## config.mk

```make
export PLATFORM = sky130hd
export DESIGN_NAME = prio_intc
export DESIGN_NICKNAME = d
export VERILOG_FILES = /design/src/core/intc_pkg.sv /design/src/core/prio_intc.sv
export SDC_FILE = /design/constraint.sdc
export NUM_CORES = 1
export LEC_CHECK = 0
export BUFFER_PORTS_ARGS = -buffer_cell sky130_fd_sc_hd__buf_2
export CAP_MARGIN = 20
export CELL_PAD_IN_SITES_DETAIL_PLACEMENT = 1
export CELL_PAD_IN_SITES_GLOBAL_PLACEMENT = 1
export CORE_MARGIN = 3
export CORE_UTILIZATION = 50
export DETAILED_ROUTE_END_ITERATION = 8
export HOLD_SLACK_MARGIN = 0.03
export PLACE_DENSITY_LB_ADDON = 0.1
export REMOVE_ABC_BUFFERS = 1
export SLEW_MARGIN = 20
export SYNTH_ARGS = -nofsm -noshare
export SYNTH_HDL_FRONTEND = slang
export SYNTH_SLANG_ARGS = --single-unit
```

## constraint.sdc

```tcl
create_clock -name sys_clk -period 155.9 [get_ports sys_clk]
set_input_delay 31.18 -clock sys_clk [delete_from_list [all_inputs] [get_ports sys_clk]]
set_output_delay 31.18 -clock sys_clk [all_outputs]
set_load 0.005 [all_outputs]
```

## src/core/intc_pkg.sv

```systemverilog
// Purpose: shared constants and types of the prioritized interrupt controller
// Assumes: 16-bit register port with word indices, 24-bit program addresses
// Notes:   source numbers equal natural order; vector number is source plus eight
package intc_pkg;
  localparam int          NUM_SRC        = 45;
  localparam int          NUM_TRAP       = 4;
  localparam int          NUM_EXT        = 5;
  localparam int          NUM_PRIO_REG   = 12;
  localparam logic [47:0] SRC_MASK       = 48'h1dff_ffff_ffff;
  localparam logic [4:0]  OFS_FLAGS      = 5'h00;
  localparam logic [4:0]  OFS_ENABLES    = 5'h03;
  localparam logic [4:0]  OFS_PRIO       = 5'h06;
  localparam logic [4:0]  OFS_GCTL1      = 5'h12;
  localparam logic [4:0]  OFS_GCTL2      = 5'h13;
  localparam logic [4:0]  OFS_CPU_LEVEL  = 5'h14;
  localparam logic [4:0]  OFS_TIMED_LOW_PRIORITY_DISABLE_COUNT = 5'h15;
  localparam int          NEST_DIS_BIT   = 15;
  localparam int          TIMED_LOW_PRIORITY_DISABLE_BIT       = 14;
  localparam int          ALT_TABLE_BIT  = 15;
  localparam int          TRAP_FLAG_LSB  = 1;
  localparam int          TRAP_ADDR      = 1;
  localparam logic [15:0] GCTL1_WMASK    = 16'h801e;
  localparam logic [15:0] GCTL2_WMASK    = 16'h801f;
  localparam logic [15:0] REG_RST        = 16'h0000;
  localparam logic [3:0]  LEVEL_RST      = 4'h0;
  localparam logic [13:0] TIMED_LOW_PRIORITY_DISABLE_RST       = 14'h0000;
  localparam logic [2:0]  TIMED_LOW_PRIORITY_DISABLE_FLOOR     = 3'h6;
  localparam logic [3:0]  TRAP_LEVEL [NUM_TRAP] = '{4'he, 4'hc, 4'hd, 4'hb};
  localparam logic [5:0]  TRAP_VEC   [NUM_TRAP] = '{6'h01, 6'h02, 6'h03, 6'h04};
  localparam logic [5:0]  IRQ_VEC_BASE   = 6'h08;
  localparam logic [5:0]  EXT_SRC    [NUM_EXT]  = '{6'h00, 6'h10, 6'h17, 6'h24, 6'h25};
  localparam logic [23:0] VEC_FIRST      = 24'h000004;
  localparam logic [23:0] VEC_LAST       = 24'h0000fe;
  localparam logic [23:0] ALT_BASE       = 24'h000084;
  localparam int          STACK_DEPTH    = 16;
  localparam logic [4:0]  DEPTH_FULL     = 5'h10;
  typedef enum logic [1:0] {ST_IDLE, ST_OFFER, ST_FETCH} ctl_state_t;
endpackage

```

## src/core/prio_intc.sv

```systemverilog
// Purpose: flags, enables, priorities and arbitration of interrupts and traps
// Assumes: core gives one instr_cycle pulse per instruction cycle
// Notes:   registers on a plain port, read data one cycle after the strobe
//
// What this block does
// - Arbitrates 44 interrupt sources and 4 traps by priority toward the core.
// - Request flags set by source events; only a software write clears them.
// - Flags set on every event whatever the enable bit says.
// - A pending request is forwarded only if its own enable bit is set.
// - Each source has priority 1 to 7, seven highest.
// - Priority zero never interrupts, same as a disabled source.
// - Priority field is the low three bits of a nibble; top bit reads zero.
// - CPU priority level is four bits, top bit core control, rest status.
// - Interrupt only when priority is strictly above the CPU level.
// - Flags sampled at each instruction cycle start, evaluated during it.
// - On acceptance old level is saved unless the stack is full, and the accepted level loaded.
// - Traps use levels 11 to 14, so the level top bit is set.
// - Nesting disable blocks any new interrupt while one is serviced.
// - While nesting disable is one, the CPU level ignores software writes.
// - Timed disable blocks levels 6 and below; status bit 14 stays set meanwhile.
// - Equal priority ties go to the lowest natural order number.
// - Natural order number equals the interrupt number.
// - Sources 0 to 44 at vectors from 8; number 41 and 45-53 reserved.
// - The 24-bit vector word from the program bus loads the program counter.
// - 126 vectors at program addresses 0x000004 to 0x0000FE.
// - Instruction fetch from vector space raises an address error trap.
// - A jump into vector space raises an address error trap.
// - Control 1 holds trap flags; control 2 holds pin edges and table select.
`timescale 1ns/1ps
`default_nettype none
module prio_intc
  import intc_pkg::*;
(
  input  wire logic        sys_clk,
  input  wire logic        reset_n,
  input  wire logic [4:0]  reg_addr,
  input  wire logic [15:0] reg_wdata,
  input  wire logic        reg_wr,
  input  wire logic        reg_rd,
  output logic      [15:0] reg_rdata,
  input  wire logic [44:0] src_event,
  input  wire logic [4:0]  ext_pin,
  input  wire logic [3:0]  trap_event,
  input  wire logic        instr_cycle,
  input  wire logic        fetch_valid,
  input  wire logic [23:0] fetch_addr,
  input  wire logic        jump_valid,
  input  wire logic [23:0] jump_target,
  input  wire logic        irq_ack,
  input  wire logic        irq_return,
  input  wire logic        vector_word_valid,
  input  wire logic [23:0] vector_word,
  output logic             irq_req,
  output logic      [3:0]  irq_level,
  output logic      [5:0]  irq_vector_num,
  output logic      [23:0] vector_fetch_addr,
  output logic             pc_load,
  output logic      [23:0] pc_target,
  output logic      [3:0]  cpu_priority_level
);

  // ==========================================================================
  // Helpers
  function automatic logic in_vec(input logic [23:0] a);
    return (a >= VEC_FIRST) && (a <= VEC_LAST);
  endfunction

  function automatic logic [23:0] vec_addr(input logic [5:0] v, input logic alt);
    return (alt ? ALT_BASE : VEC_FIRST) + {17'h00000, v, 1'b0};
  endfunction

  // ==========================================================================
  // State
  logic [47:0] req_flags;
  logic [47:0] next_flags;
  logic [47:0] src_en;
  logic [2:0]  src_prio [48];
  logic [15:0] gctl1;
  logic [15:0] gctl2;
  logic [13:0] timed_low_priority_disable_count;
  logic [47:0] hw_set;
  logic [47:0] pend_q;
  logic [3:0]  trap_q;
  logic        eval_en;
  logic [4:0]  ext_s1;
  logic [4:0]  ext_s2;
  logic [4:0]  ext_s3;
  logic [4:0]  ext_level;
  logic        addr_err;
  logic [3:0]  trap_set;
  logic [3:0]  level_stack [STACK_DEPTH];
  logic [4:0]  depth;
  logic [2:0]  best_prio;
  logic [5:0]  best_src;
  logic [3:0]  trap_lvl;
  logic [5:0]  trap_vec;
  logic        take_trap;
  logic        take_irq;
  logic        nest_dis;
  logic        timed_low_priority_disable_active;
  logic [15:0] next_rdata;
  ctl_state_t  state;

  assign nest_dis    = gctl1[NEST_DIS_BIT];
  assign timed_low_priority_disable_active = timed_low_priority_disable_count != TIMED_LOW_PRIORITY_DISABLE_RST;

  // ==========================================================================
  // External pins: three flops, a change counts once two and three agree
  always_ff @(posedge sys_clk) begin
    if (!reset_n) begin
      ext_s1    <= 5'h00;
      ext_s2    <= 5'h00;
      ext_s3    <= 5'h00;
      ext_level <= 5'h00;
    end else begin
      ext_s1 <= ext_pin;
      ext_s2 <= ext_s1;
      ext_s3 <= ext_s2;
      for (int i = 0; i < NUM_EXT; i++) begin
        if (ext_s2[i] == ext_s3[i]) begin
          ext_level[i] <= ext_s3[i];
        end
      end
    end
  end

  // Polarity bit 0 takes rising edges, 1 falling edges
  always_comb begin
    hw_set = {3'h0, src_event};
    for (int i = 0; i < NUM_EXT; i++) begin
      if (ext_s2[i] == ext_s3[i] && ext_s3[i] != ext_level[i] && ext_s3[i] != gctl2[i]) begin
        hw_set[EXT_SRC[i]] = 1'b1;
      end
    end
    hw_set = hw_set & SRC_MASK;
  end

  // ==========================================================================
  // Request flags: set wins over a clearing write in the same cycle
  always_comb begin
    next_flags = req_flags;
    for (int k = 0; k < 3; k++) begin
      if (reg_wr && reg_addr == OFS_FLAGS + 5'(k)) begin
        next_flags[16*k +: 16] = reg_wdata;
      end
    end
    next_flags = (next_flags | hw_set) & SRC_MASK;
  end

  always_ff @(posedge sys_clk) begin
    if (!reset_n) begin
      req_flags <= {3{REG_RST}};
    end else begin
      req_flags <= next_flags;
    end
  end

  // ==========================================================================
  // Enables and priorities
  always_ff @(posedge sys_clk) begin
    if (!reset_n) begin
      src_en <= {3{REG_RST}};
      for (int i = 0; i < 48; i++) begin
        src_prio[i] <= REG_RST[2:0];
      end
    end else if (reg_wr) begin
      for (int k = 0; k < 3; k++) begin
        if (reg_addr == OFS_ENABLES + 5'(k)) begin
          src_en[16*k +: 16] <= reg_wdata & SRC_MASK[16*k +: 16];
        end
      end
      for (int j = 0; j < NUM_PRIO_REG; j++) begin
        if (reg_addr == OFS_PRIO + 5'(j)) begin
          for (int n = 0; n < 4; n++) begin
            src_prio[4*j+n] <= reg_wdata[4*n +: 3];
          end
        end
      end
    end
  end

  // ==========================================================================
  // Global controls, trap flags and timed disable
  assign addr_err = (fetch_valid && in_vec(fetch_addr))
                  || (jump_valid && in_vec(jump_target));

  always_comb begin
    trap_set = trap_event;
    trap_set[TRAP_ADDR] = trap_event[TRAP_ADDR] | addr_err;
  end

  always_ff @(posedge sys_clk) begin
    if (!reset_n) begin
      gctl1 <= REG_RST;
      gctl2 <= REG_RST;
    end else begin
      if (reg_wr && reg_addr == OFS_GCTL1) begin
        gctl1 <= (reg_wdata & GCTL1_WMASK) | {11'h000, trap_set, 1'b0};
      end else begin
        gctl1 <= gctl1 | {11'h000, trap_set, 1'b0};
      end
      if (reg_wr && reg_addr == OFS_GCTL2) begin
        gctl2 <= reg_wdata & GCTL2_WMASK;
      end
    end
  end

  // Writing the count stands in for the disable instruction
  always_ff @(posedge sys_clk) begin
    if (!reset_n) begin
      timed_low_priority_disable_count <= TIMED_LOW_PRIORITY_DISABLE_RST;
    end else if (reg_wr && reg_addr == OFS_TIMED_LOW_PRIORITY_DISABLE_COUNT) begin
      timed_low_priority_disable_count <= reg_wdata[13:0];
    end else if (instr_cycle && timed_low_priority_disable_active) begin
      timed_low_priority_disable_count <= timed_low_priority_disable_count - 14'h0001;
    end
  end

  // ==========================================================================
  // Sampling and arbitration
  always_ff @(posedge sys_clk) begin
    if (!reset_n) begin
      pend_q  <= {3{REG_RST}};
      trap_q  <= 4'h0;
      eval_en <= 1'b0;
    end else begin
      eval_en <= instr_cycle;
      if (instr_cycle) begin
        pend_q <= req_flags & src_en;
        trap_q <= gctl1[TRAP_FLAG_LSB +: NUM_TRAP];
      end
    end
  end

  // Strict compare keeps the lowest number among equal priorities
  always_comb begin
    best_prio = 3'h0;
    best_src  = 6'h00;
    for (int i = 0; i < NUM_SRC; i++) begin
      if (pend_q[i] && src_prio[i] > best_prio) begin
        best_prio = src_prio[i];
        best_src  = 6'(i);
      end
    end
    trap_lvl = 4'h0;
    trap_vec = 6'h00;
    for (int t = 0; t < NUM_TRAP; t++) begin
      if (trap_q[t] && TRAP_LEVEL[t] > trap_lvl) begin
        trap_lvl = TRAP_LEVEL[t];
        trap_vec = TRAP_VEC[t];
      end
    end
  end

  assign take_trap = trap_lvl > cpu_priority_level;
  assign take_irq  = best_prio != 3'h0
                   && {1'b0, best_prio} > cpu_priority_level
                   && !(nest_dis && depth != 5'h00)
                   && !(timed_low_priority_disable_active && best_prio <= TIMED_LOW_PRIORITY_DISABLE_FLOOR);

  // ==========================================================================
  // Offer, acknowledge, vector load
  always_ff @(posedge sys_clk) begin
    if (!reset_n) begin
      state             <= ST_IDLE;
      irq_req           <= 1'b0;
      irq_level         <= LEVEL_RST;
      irq_vector_num    <= 6'h00;
      vector_fetch_addr <= 24'h000000;
      pc_load           <= 1'b0;
      pc_target         <= 24'h000000;
    end else begin
      pc_load <= 1'b0;
      unique case (state)
        ST_IDLE: begin
          if (eval_en && (take_trap || take_irq)) begin
            state   <= ST_OFFER;
            irq_req <= 1'b1;
            if (take_trap) begin
              irq_level         <= trap_lvl;
              irq_vector_num    <= trap_vec;
              vector_fetch_addr <= vec_addr(trap_vec, gctl2[ALT_TABLE_BIT]);
            end else begin
              irq_level         <= {1'b0, best_prio};
              irq_vector_num    <= IRQ_VEC_BASE + best_src;
              vector_fetch_addr <= vec_addr(IRQ_VEC_BASE + best_src, gctl2[ALT_TABLE_BIT]);
            end
          end
        end
        ST_OFFER: begin
          if (irq_ack) begin
            irq_req <= 1'b0;
            state   <= ST_FETCH;
          end
        end
        ST_FETCH: begin
          if (vector_word_valid) begin
            pc_load   <= 1'b1;
            pc_target <= vector_word;
            state     <= ST_IDLE;
          end
        end
      endcase
    end
  end

  // ==========================================================================
  // CPU level and saved levels; a full stack drops the new save silently
  always_ff @(posedge sys_clk) begin
    if (state == ST_OFFER && irq_ack && depth != DEPTH_FULL) begin
      level_stack[depth[3:0]] <= cpu_priority_level;
    end
  end

  always_ff @(posedge sys_clk) begin
    if (!reset_n) begin
      cpu_priority_level <= LEVEL_RST;
      depth              <= 5'h00;
    end else if (state == ST_OFFER && irq_ack) begin
      cpu_priority_level <= irq_level;
      if (depth != DEPTH_FULL) begin
        depth <= depth + 5'h01;
      end
    end else if (irq_return && depth != 5'h00) begin
      cpu_priority_level <= level_stack[depth[3:0] - 4'h1];
      depth              <= depth - 5'h01;
    end else if (reg_wr && reg_addr == OFS_CPU_LEVEL && !nest_dis) begin
      cpu_priority_level <= reg_wdata[3:0];
    end
  end

  // ==========================================================================
  // Register reads
  always_comb begin
    next_rdata = REG_RST;
    for (int k = 0; k < 3; k++) begin
      if (reg_addr == OFS_FLAGS + 5'(k)) begin
        next_rdata = req_flags[16*k +: 16];
      end
      if (reg_addr == OFS_ENABLES + 5'(k)) begin
        next_rdata = src_en[16*k +: 16];
      end
    end
    for (int j = 0; j < NUM_PRIO_REG; j++) begin
      if (reg_addr == OFS_PRIO + 5'(j)) begin
        for (int n = 0; n < 4; n++) begin
          if (j < NUM_PRIO_REG - 1 || n < 2) begin
            next_rdata[4*n +: 4] = {1'b0, src_prio[4*j+n]};
          end
        end
      end
    end
    if (reg_addr == OFS_GCTL1) begin
      next_rdata = gctl1;
    end
    if (reg_addr == OFS_GCTL2) begin
      next_rdata = gctl2;
      next_rdata[TIMED_LOW_PRIORITY_DISABLE_BIT] = timed_low_priority_disable_active;
    end
    if (reg_addr == OFS_CPU_LEVEL) begin
      next_rdata = {12'h000, cpu_priority_level};
    end
    if (reg_addr == OFS_TIMED_LOW_PRIORITY_DISABLE_COUNT) begin
      next_rdata = {2'h0, timed_low_priority_disable_count};
    end
  end

  always_ff @(posedge sys_clk) begin
    if (!reset_n) begin
      reg_rdata <= REG_RST;
    end else begin
      reg_rdata <= reg_rd ? next_rdata : REG_RST;
    end
  end
endmodule
`default_nettype wire

```

### Word-level counts from Yosys, hierarchy flattened

Memories as Yosys holds them, arrays and structs flattened.
Index checks and enable logic that the tools add are counted.

* register bits: 281
* memory bits (writable): 208
* input bits: 157
* output and inout port bits: 80
* memories kept: 2

Memory list
* src_prio: words 48, width 3, read ports 46, clocked after Yosys merged registers in 0, write ports 48, RTL line prio_intc.sv:77 `logic [2:0] src_prio [48];`
* level_stack: words 16, width 4, read ports 1, clocked after Yosys merged registers in 0, write ports 1, RTL line prio_intc.sv:91 `logic [3:0] level_stack [STACK_DEPTH];`

* add/sub/neg operators: 7
* order comparisons: 55
* equality and inequality tests: 43
* muxes and demuxes: 247
* bitwise gates (word level): 55
* reductions and logical operators: 105

Operator list (count)
* $mux 16: 22
* $mux 6: 47
* $mux 3: 93
* $gt 3x3->1: 44
* $logic_and 1x1->1: 80
* $mux 1: 61
* $mux 14: 4
* $or 1x1->1: 49
* $ge 24x3->1 const B: 2
* $le 24x8->1 const B: 2
* $and 45x45->45: 1
* $or 45x45->45: 1
* $eq 5x4->1 const B: 8
* $mux 4: 8
* $or 16x5->16: 2
* $eq 5x5->1 const B: 6
* $add 24x7->24: 1
* $mux 24: 1
* $eq 5x3->1 const B: 4
* $mux 8: 2
* $reduce_and 2->1: 8
* $mux 5: 3
* $reduce_bool 14->1: 1
* $sub 14x1->14 const B: 1
* 33 further kinds: 61

### Depth between registers and ports, before layout

An unclocked memory read counts as a cell.

* depth after elaboration: 144
* gate-level depth with buffers: 335
* mapped depth without buffers: 334

### Worst setup path before layout

OpenSTA, ideal clock, no wires.

* path kind: register to register
* from: memory src_prio[1][1] (netlist: src_prio[0][4])
* to: register vector_fetch_addr[7]
* library setup time: 0.132 ns
* arrival time: 54.611 ns
* required time: 155.768 ns
* path slack: 101.157 ns
* cell stages (with the launch flop): 322
* buffers on the path: 1
* cell sequence: edfxtp_1 ha_1 nor2b_4 o31a_1 nand2_1 nand2_1 o21ai_0 ha_1 a2111oi_0 o311a_1 mux2_2 ha_1 nor2_1 nor2_1 nor3_1 o21a_1 mux2i_1 inv_1 [286 not listed] a211oi_2 o21ai_0 mux2i_1 ha_1 and2_1 a22o_1 a31oi_2 o21ai_1 mux2_2 ha_1 nand3_1 nand4_1 a21oi_1 o2111ai_1 a31o_1 buf_4 a311oi_1 nor3_1

RTL lines
* start: declaration: RTL line prio_intc.sv:77
* end signal: assignment: RTL line prio_intc.sv:282 `vector_fetch_addr <= vec_addr(trap_vec, gctl2[ALT_TABLE_BIT]);`
* end signal: assignment: RTL line prio_intc.sv:286 `vector_fetch_addr <= vec_addr(IRQ_VEC_BASE + best_src, gctl2[ALT_TABLE_BIT]);`
* end: declaration: RTL line prio_intc.sv:56 `output logic [23:0] vector_fetch_addr,`

### Final worst setup path

* from: register pend_q[0]
* to: register irq_level[2]

* longest elaborated chain between the ends: 141

RTL lines
* start: declaration: RTL line prio_intc.sv:82 `logic [47:0] pend_q;`
* start signal: assignment: RTL line prio_intc.sv:223 `pend_q <= {3{REG_RST}};`
* start signal: assignment: RTL line prio_intc.sv:229 `pend_q <= req_flags & src_en;`
* $logic_and 1x1->1 (*): RTL line prio_intc.sv:240 `if (pend_q[i] && src_prio[i] > best_prio) begin`
* $mux 3 (*): RTL line prio_intc.sv:240
* $gt 3x3->1: RTL line prio_intc.sv:240
* $logic_and 1x1->1: RTL line prio_intc.sv:240
* $mux 3 (*): RTL line prio_intc.sv:240
* $gt 3x3->1: RTL line prio_intc.sv:240
* $logic_and 1x1->1: RTL line prio_intc.sv:240
* $mux 3 (*): RTL line prio_intc.sv:240
* [125 not listed]
* $mux 3 (*): RTL line prio_intc.sv:240
* $gt 3x4->1 (tied with other cells): RTL line prio_intc.sv:257 `&& {1'b0, best_prio} > cpu_priority_level`
* $logic_and 1x1->1, on equally long branches: RTL line prio_intc.sv:257, prio_intc.sv:259
* $logic_and 1x1->1 or $logic_not 1->1 (tied branches): RTL line prio_intc.sv:258, prio_intc.sv:259
* $logic_and 1x1->1: RTL line prio_intc.sv:259 `&& !(timed_low_priority_disable_active && best_prio <= TIMED_LOW_PRIORITY_DISABLE_FLOOR);`
* $logic_or 1x1->1: RTL line prio_intc.sv:276 `if (eval_en && (take_trap || take_irq)) begin`
* $logic_and 1x1->1: RTL line prio_intc.sv:276
* $reduce_and 2->1 (no source line)
* end signal: assignment: RTL line prio_intc.sv:280 `irq_level <= trap_lvl;`
* end signal: assignment: RTL line prio_intc.sv:284 `irq_level <= {1'b0, best_prio};`
* end: declaration: RTL line prio_intc.sv:54 `output logic [3:0] irq_level,`

Mark *: on every way between the ends. The rest lies on a longest branch, timed or not.
A chain may end at the register's enable or synchronous reset.

==> results.json <==
{
  "clockBufferDepth": 3,
  "final.min_clock_period_ns": 66.64,
  "first_global_vias": 25750,
  "die_w_um": 233.7,
  "power.density_nw_per_um2": 11.14,
  "syn_area_um2": 25920,
  "cts_htree_levels": 2,
  "drt-vias-per-instance": 6.585,
  "vias": 25450,
  "hold_viol_final": 0,
  "ir_worst_vdd_mv": 0.007602,
  "firstDrtPassIters": 9,
  "cts_hold_buf": 0,
  "leakage_nw": 11.39,
  "final_nets": 3374,
  "yosysWarnings": 0,
  "cts.sinks": 454,
  "ant_nets": 0,
  "place.gp.congestion": 0.9628,
  "hold_class": "flip-flop to flip-flop",
  "synth_top_flop_cell": "dfxtp_1",
  "grt_max_degree": 125,
  "drc": 0,
  "dp_cells": 3771,
  "synth.ff_latch_count": 454,
  "clk_pin_slew_worst_paths_ns": 0.07,
  "cp_max_fo": 11,
  "status": "complete, no violations",
  "drt_iter0_markers": 2846,
  "slew_headroom_pct": 30.52,
  "finalSetupViolCount": 0,
  "synth_cell_type_count": 106,
  "grt_overflow": 0,
  "yosysTopAreaCell": "edfxtp_1",
  "synth_area_leaders": "edfxtp_1, dfxtp_1, nand2_1",
  "fillers": 6054,
  "port_buffers": 219,
  "syn_area_per_cell_um2": 8.656,
  "dpl.hpwl_mm": 75.93,
  "grt.total_usage_pct": 36.33,
  "cts_tree": "done",
  "clock_latency_ns": 0.60,
  "die_h_um": 233.7,
  "async_reset_ff_share_pct": 0,
  "crit_path_start_kind": "flip-flop",
  "timing.hold.ws_ns": 0.4399,
  "tightest_slew_ns": 1.029,
  "syn_inst": 2994,
  "ioPinCount": 237,
  "initial_utilization_pct": 51.13,
  "required_ns": 156.39,
  "syn_to_final_growth_pct": 12.11,
  "crit_slowest_cell": "a31oi_1",
  "synth_common_cells": "nand2_1, nor2_1, a21oi_1",
  "synth_top_area_share_pct": 23.41,
  "yosysMostFrequentCell": "nand2_1",
  "crit_top_cell": "nor2_1",
  "final_cells": 3865,
  "finClkSkew_ns": 0.01930,
  "die_area_um2": 54600,
  "fmax_mhz": 15.00,
  "cts_buffers": 48,
  "cts_setup_buffers": 0,
  "cts_root_buf": "clkbuf_16",
  "crit_path_end_kind": "flip-flop",
  "antenna_found_initial": 6,
  "drv_slew": 0,
  "num_rows": 82,
  "worstPathArrival_ns": 67.13,
  "layout-drive-gt1-share_pct": 13.11,
  "wl_per_cell_um": 26.40,
  "wirelength_mm": 102.0,
  "fin_util_pct": 57.32,
  "tns_ns": 0,
  "rsz0062_at_grt": "no",
  "core_um2": 50680,
  "finalCritPeriodShare_pct": 42.75,
  "synth_edf_count": 202,
  "seq_area_frac_synth_pct": 42.87,
  "post_cts_resized": 0,
  "slowest_delay_ns": 0.86,
  "cap_viol_max_count": 0,
  "crit_type": "flip-flop to flip-flop",
  "grt_pass1_wl_mm": 153.1
}
==> where the power goes <==
group,leakage (nW),internal (mW),total [mW],switching (mW)
Clock,0.768,0.0667,0.118,0.0516
Combinational,6.66,0.0232,0.0611,0.0379
Sequential,3.96,0.133,0.144,0.0109
Total,11.4,0.223,0.324,0.101
==> cell type report <==
cell class / instances / area [um2] / share of cell area, %
Multi-Input combinational cell: 2278 / 13750 / 47.33
Sequential cell: 454 / 11110 / 38.24
Clock buffer: 67 / 1368 / 4.707
Timing Repair Buffer: 245 / 1291 / 4.444
Tap cell: 672 / 840.8 / 2.894
Inverter: 122 / 462.9 / 1.593
Clock inverter: 22 / 216.5 / 0.7450
Antenna cell: 5 / 12.51 / 0.04306
==> metrics by stage <==
| stage | cell area (um2) | power, mW | setup WS [ns] |
|---|---|---|---|
| global route | 29050 | 0.3340 | 83.53 |
| CTS | 29040 | 0.3215 | 89.99 |
| detailed placement | 27460 | 0.2050 | 90.45 |
| global placement | 27450 | 0.2008 | 93.56 |
| floorplan | 25290 | 0.1803 | 100.95 |
| finish | 29050 | 0.3237 | 89.26 |
==> layer usage <==
metal / vias to the layer above / share of wire (%) / GRT usage, %
li1: 11230 / - / -
met1: 12720 / 39 / 47.10
met2: 1230 / 48 / 60.63
met3: 270 / 8.3 / 5.939
met4: 4 / 4.2 / 14.40
met5: - / 0.032 / 0
==> critical path: cells and delay by family, from the launching register on <==
family,cells,cell delay (ns)
buf+inv,8,0.68
fa+ha+maj,52,14.72
compound gates,136,31.52
mux,9,2.99
simple gates,117,16.13
flops,1,0.42
==> kinds of logic after synthesis <==
logic type,synth area share [%]
AO/OA/AOI/OAI,22.75
adder cells (fa/ha/maj),3.973
XOR/XNOR,0.6421
AND/OR/NAND/NOR,21.97
flip-flops,42.87
multiplexers,3.394
other,0.01447
buffers and inverters,4.384
==> placed cells by master (no fill, tap or decap), types with 64 or more instances in the layout <==
master,synthesis,routed
nand2_1,419,419
nor2_1,351,351
a21oi_1,255,255
dfxtp_1,252,252
buf_2,8,219
edfxtp_1,202,202
o21ai_0,122,122
inv_1,120,120
nand3_1,106,106
and2_1,72,72
and3_1,68,68
ha_1,67,67
a211oi_1,65,65
nand2b_1,64,64
==> final timing paths <==
kind / start / end / slack [ns] / depth (start not counted)
min reg2reg: ext_s1[1] / ext_s2[1] / 0.44 / 1
min: ext_s1[1] / ext_s2[1] / 0.44 / 1
max: pend_q[0] / irq_level[2] / 89.26 / 322
max reg2reg: pend_q[0] / irq_level[2] / 89.26 / 322
==> flip-flops by register name (all words and copies together), names as in the netlist, 6 cells and up <==
signal and count:
vector_fetch_addr 7, reg_rdata 16, level_stack 64, timed_low_priority_disable_count 14
irq_vector_num 6, src_prio 138, req_flags 44, pc_target 24
src_en 44, pend_q 44, gctl2 6
Power figures use the tool's default switching activity.
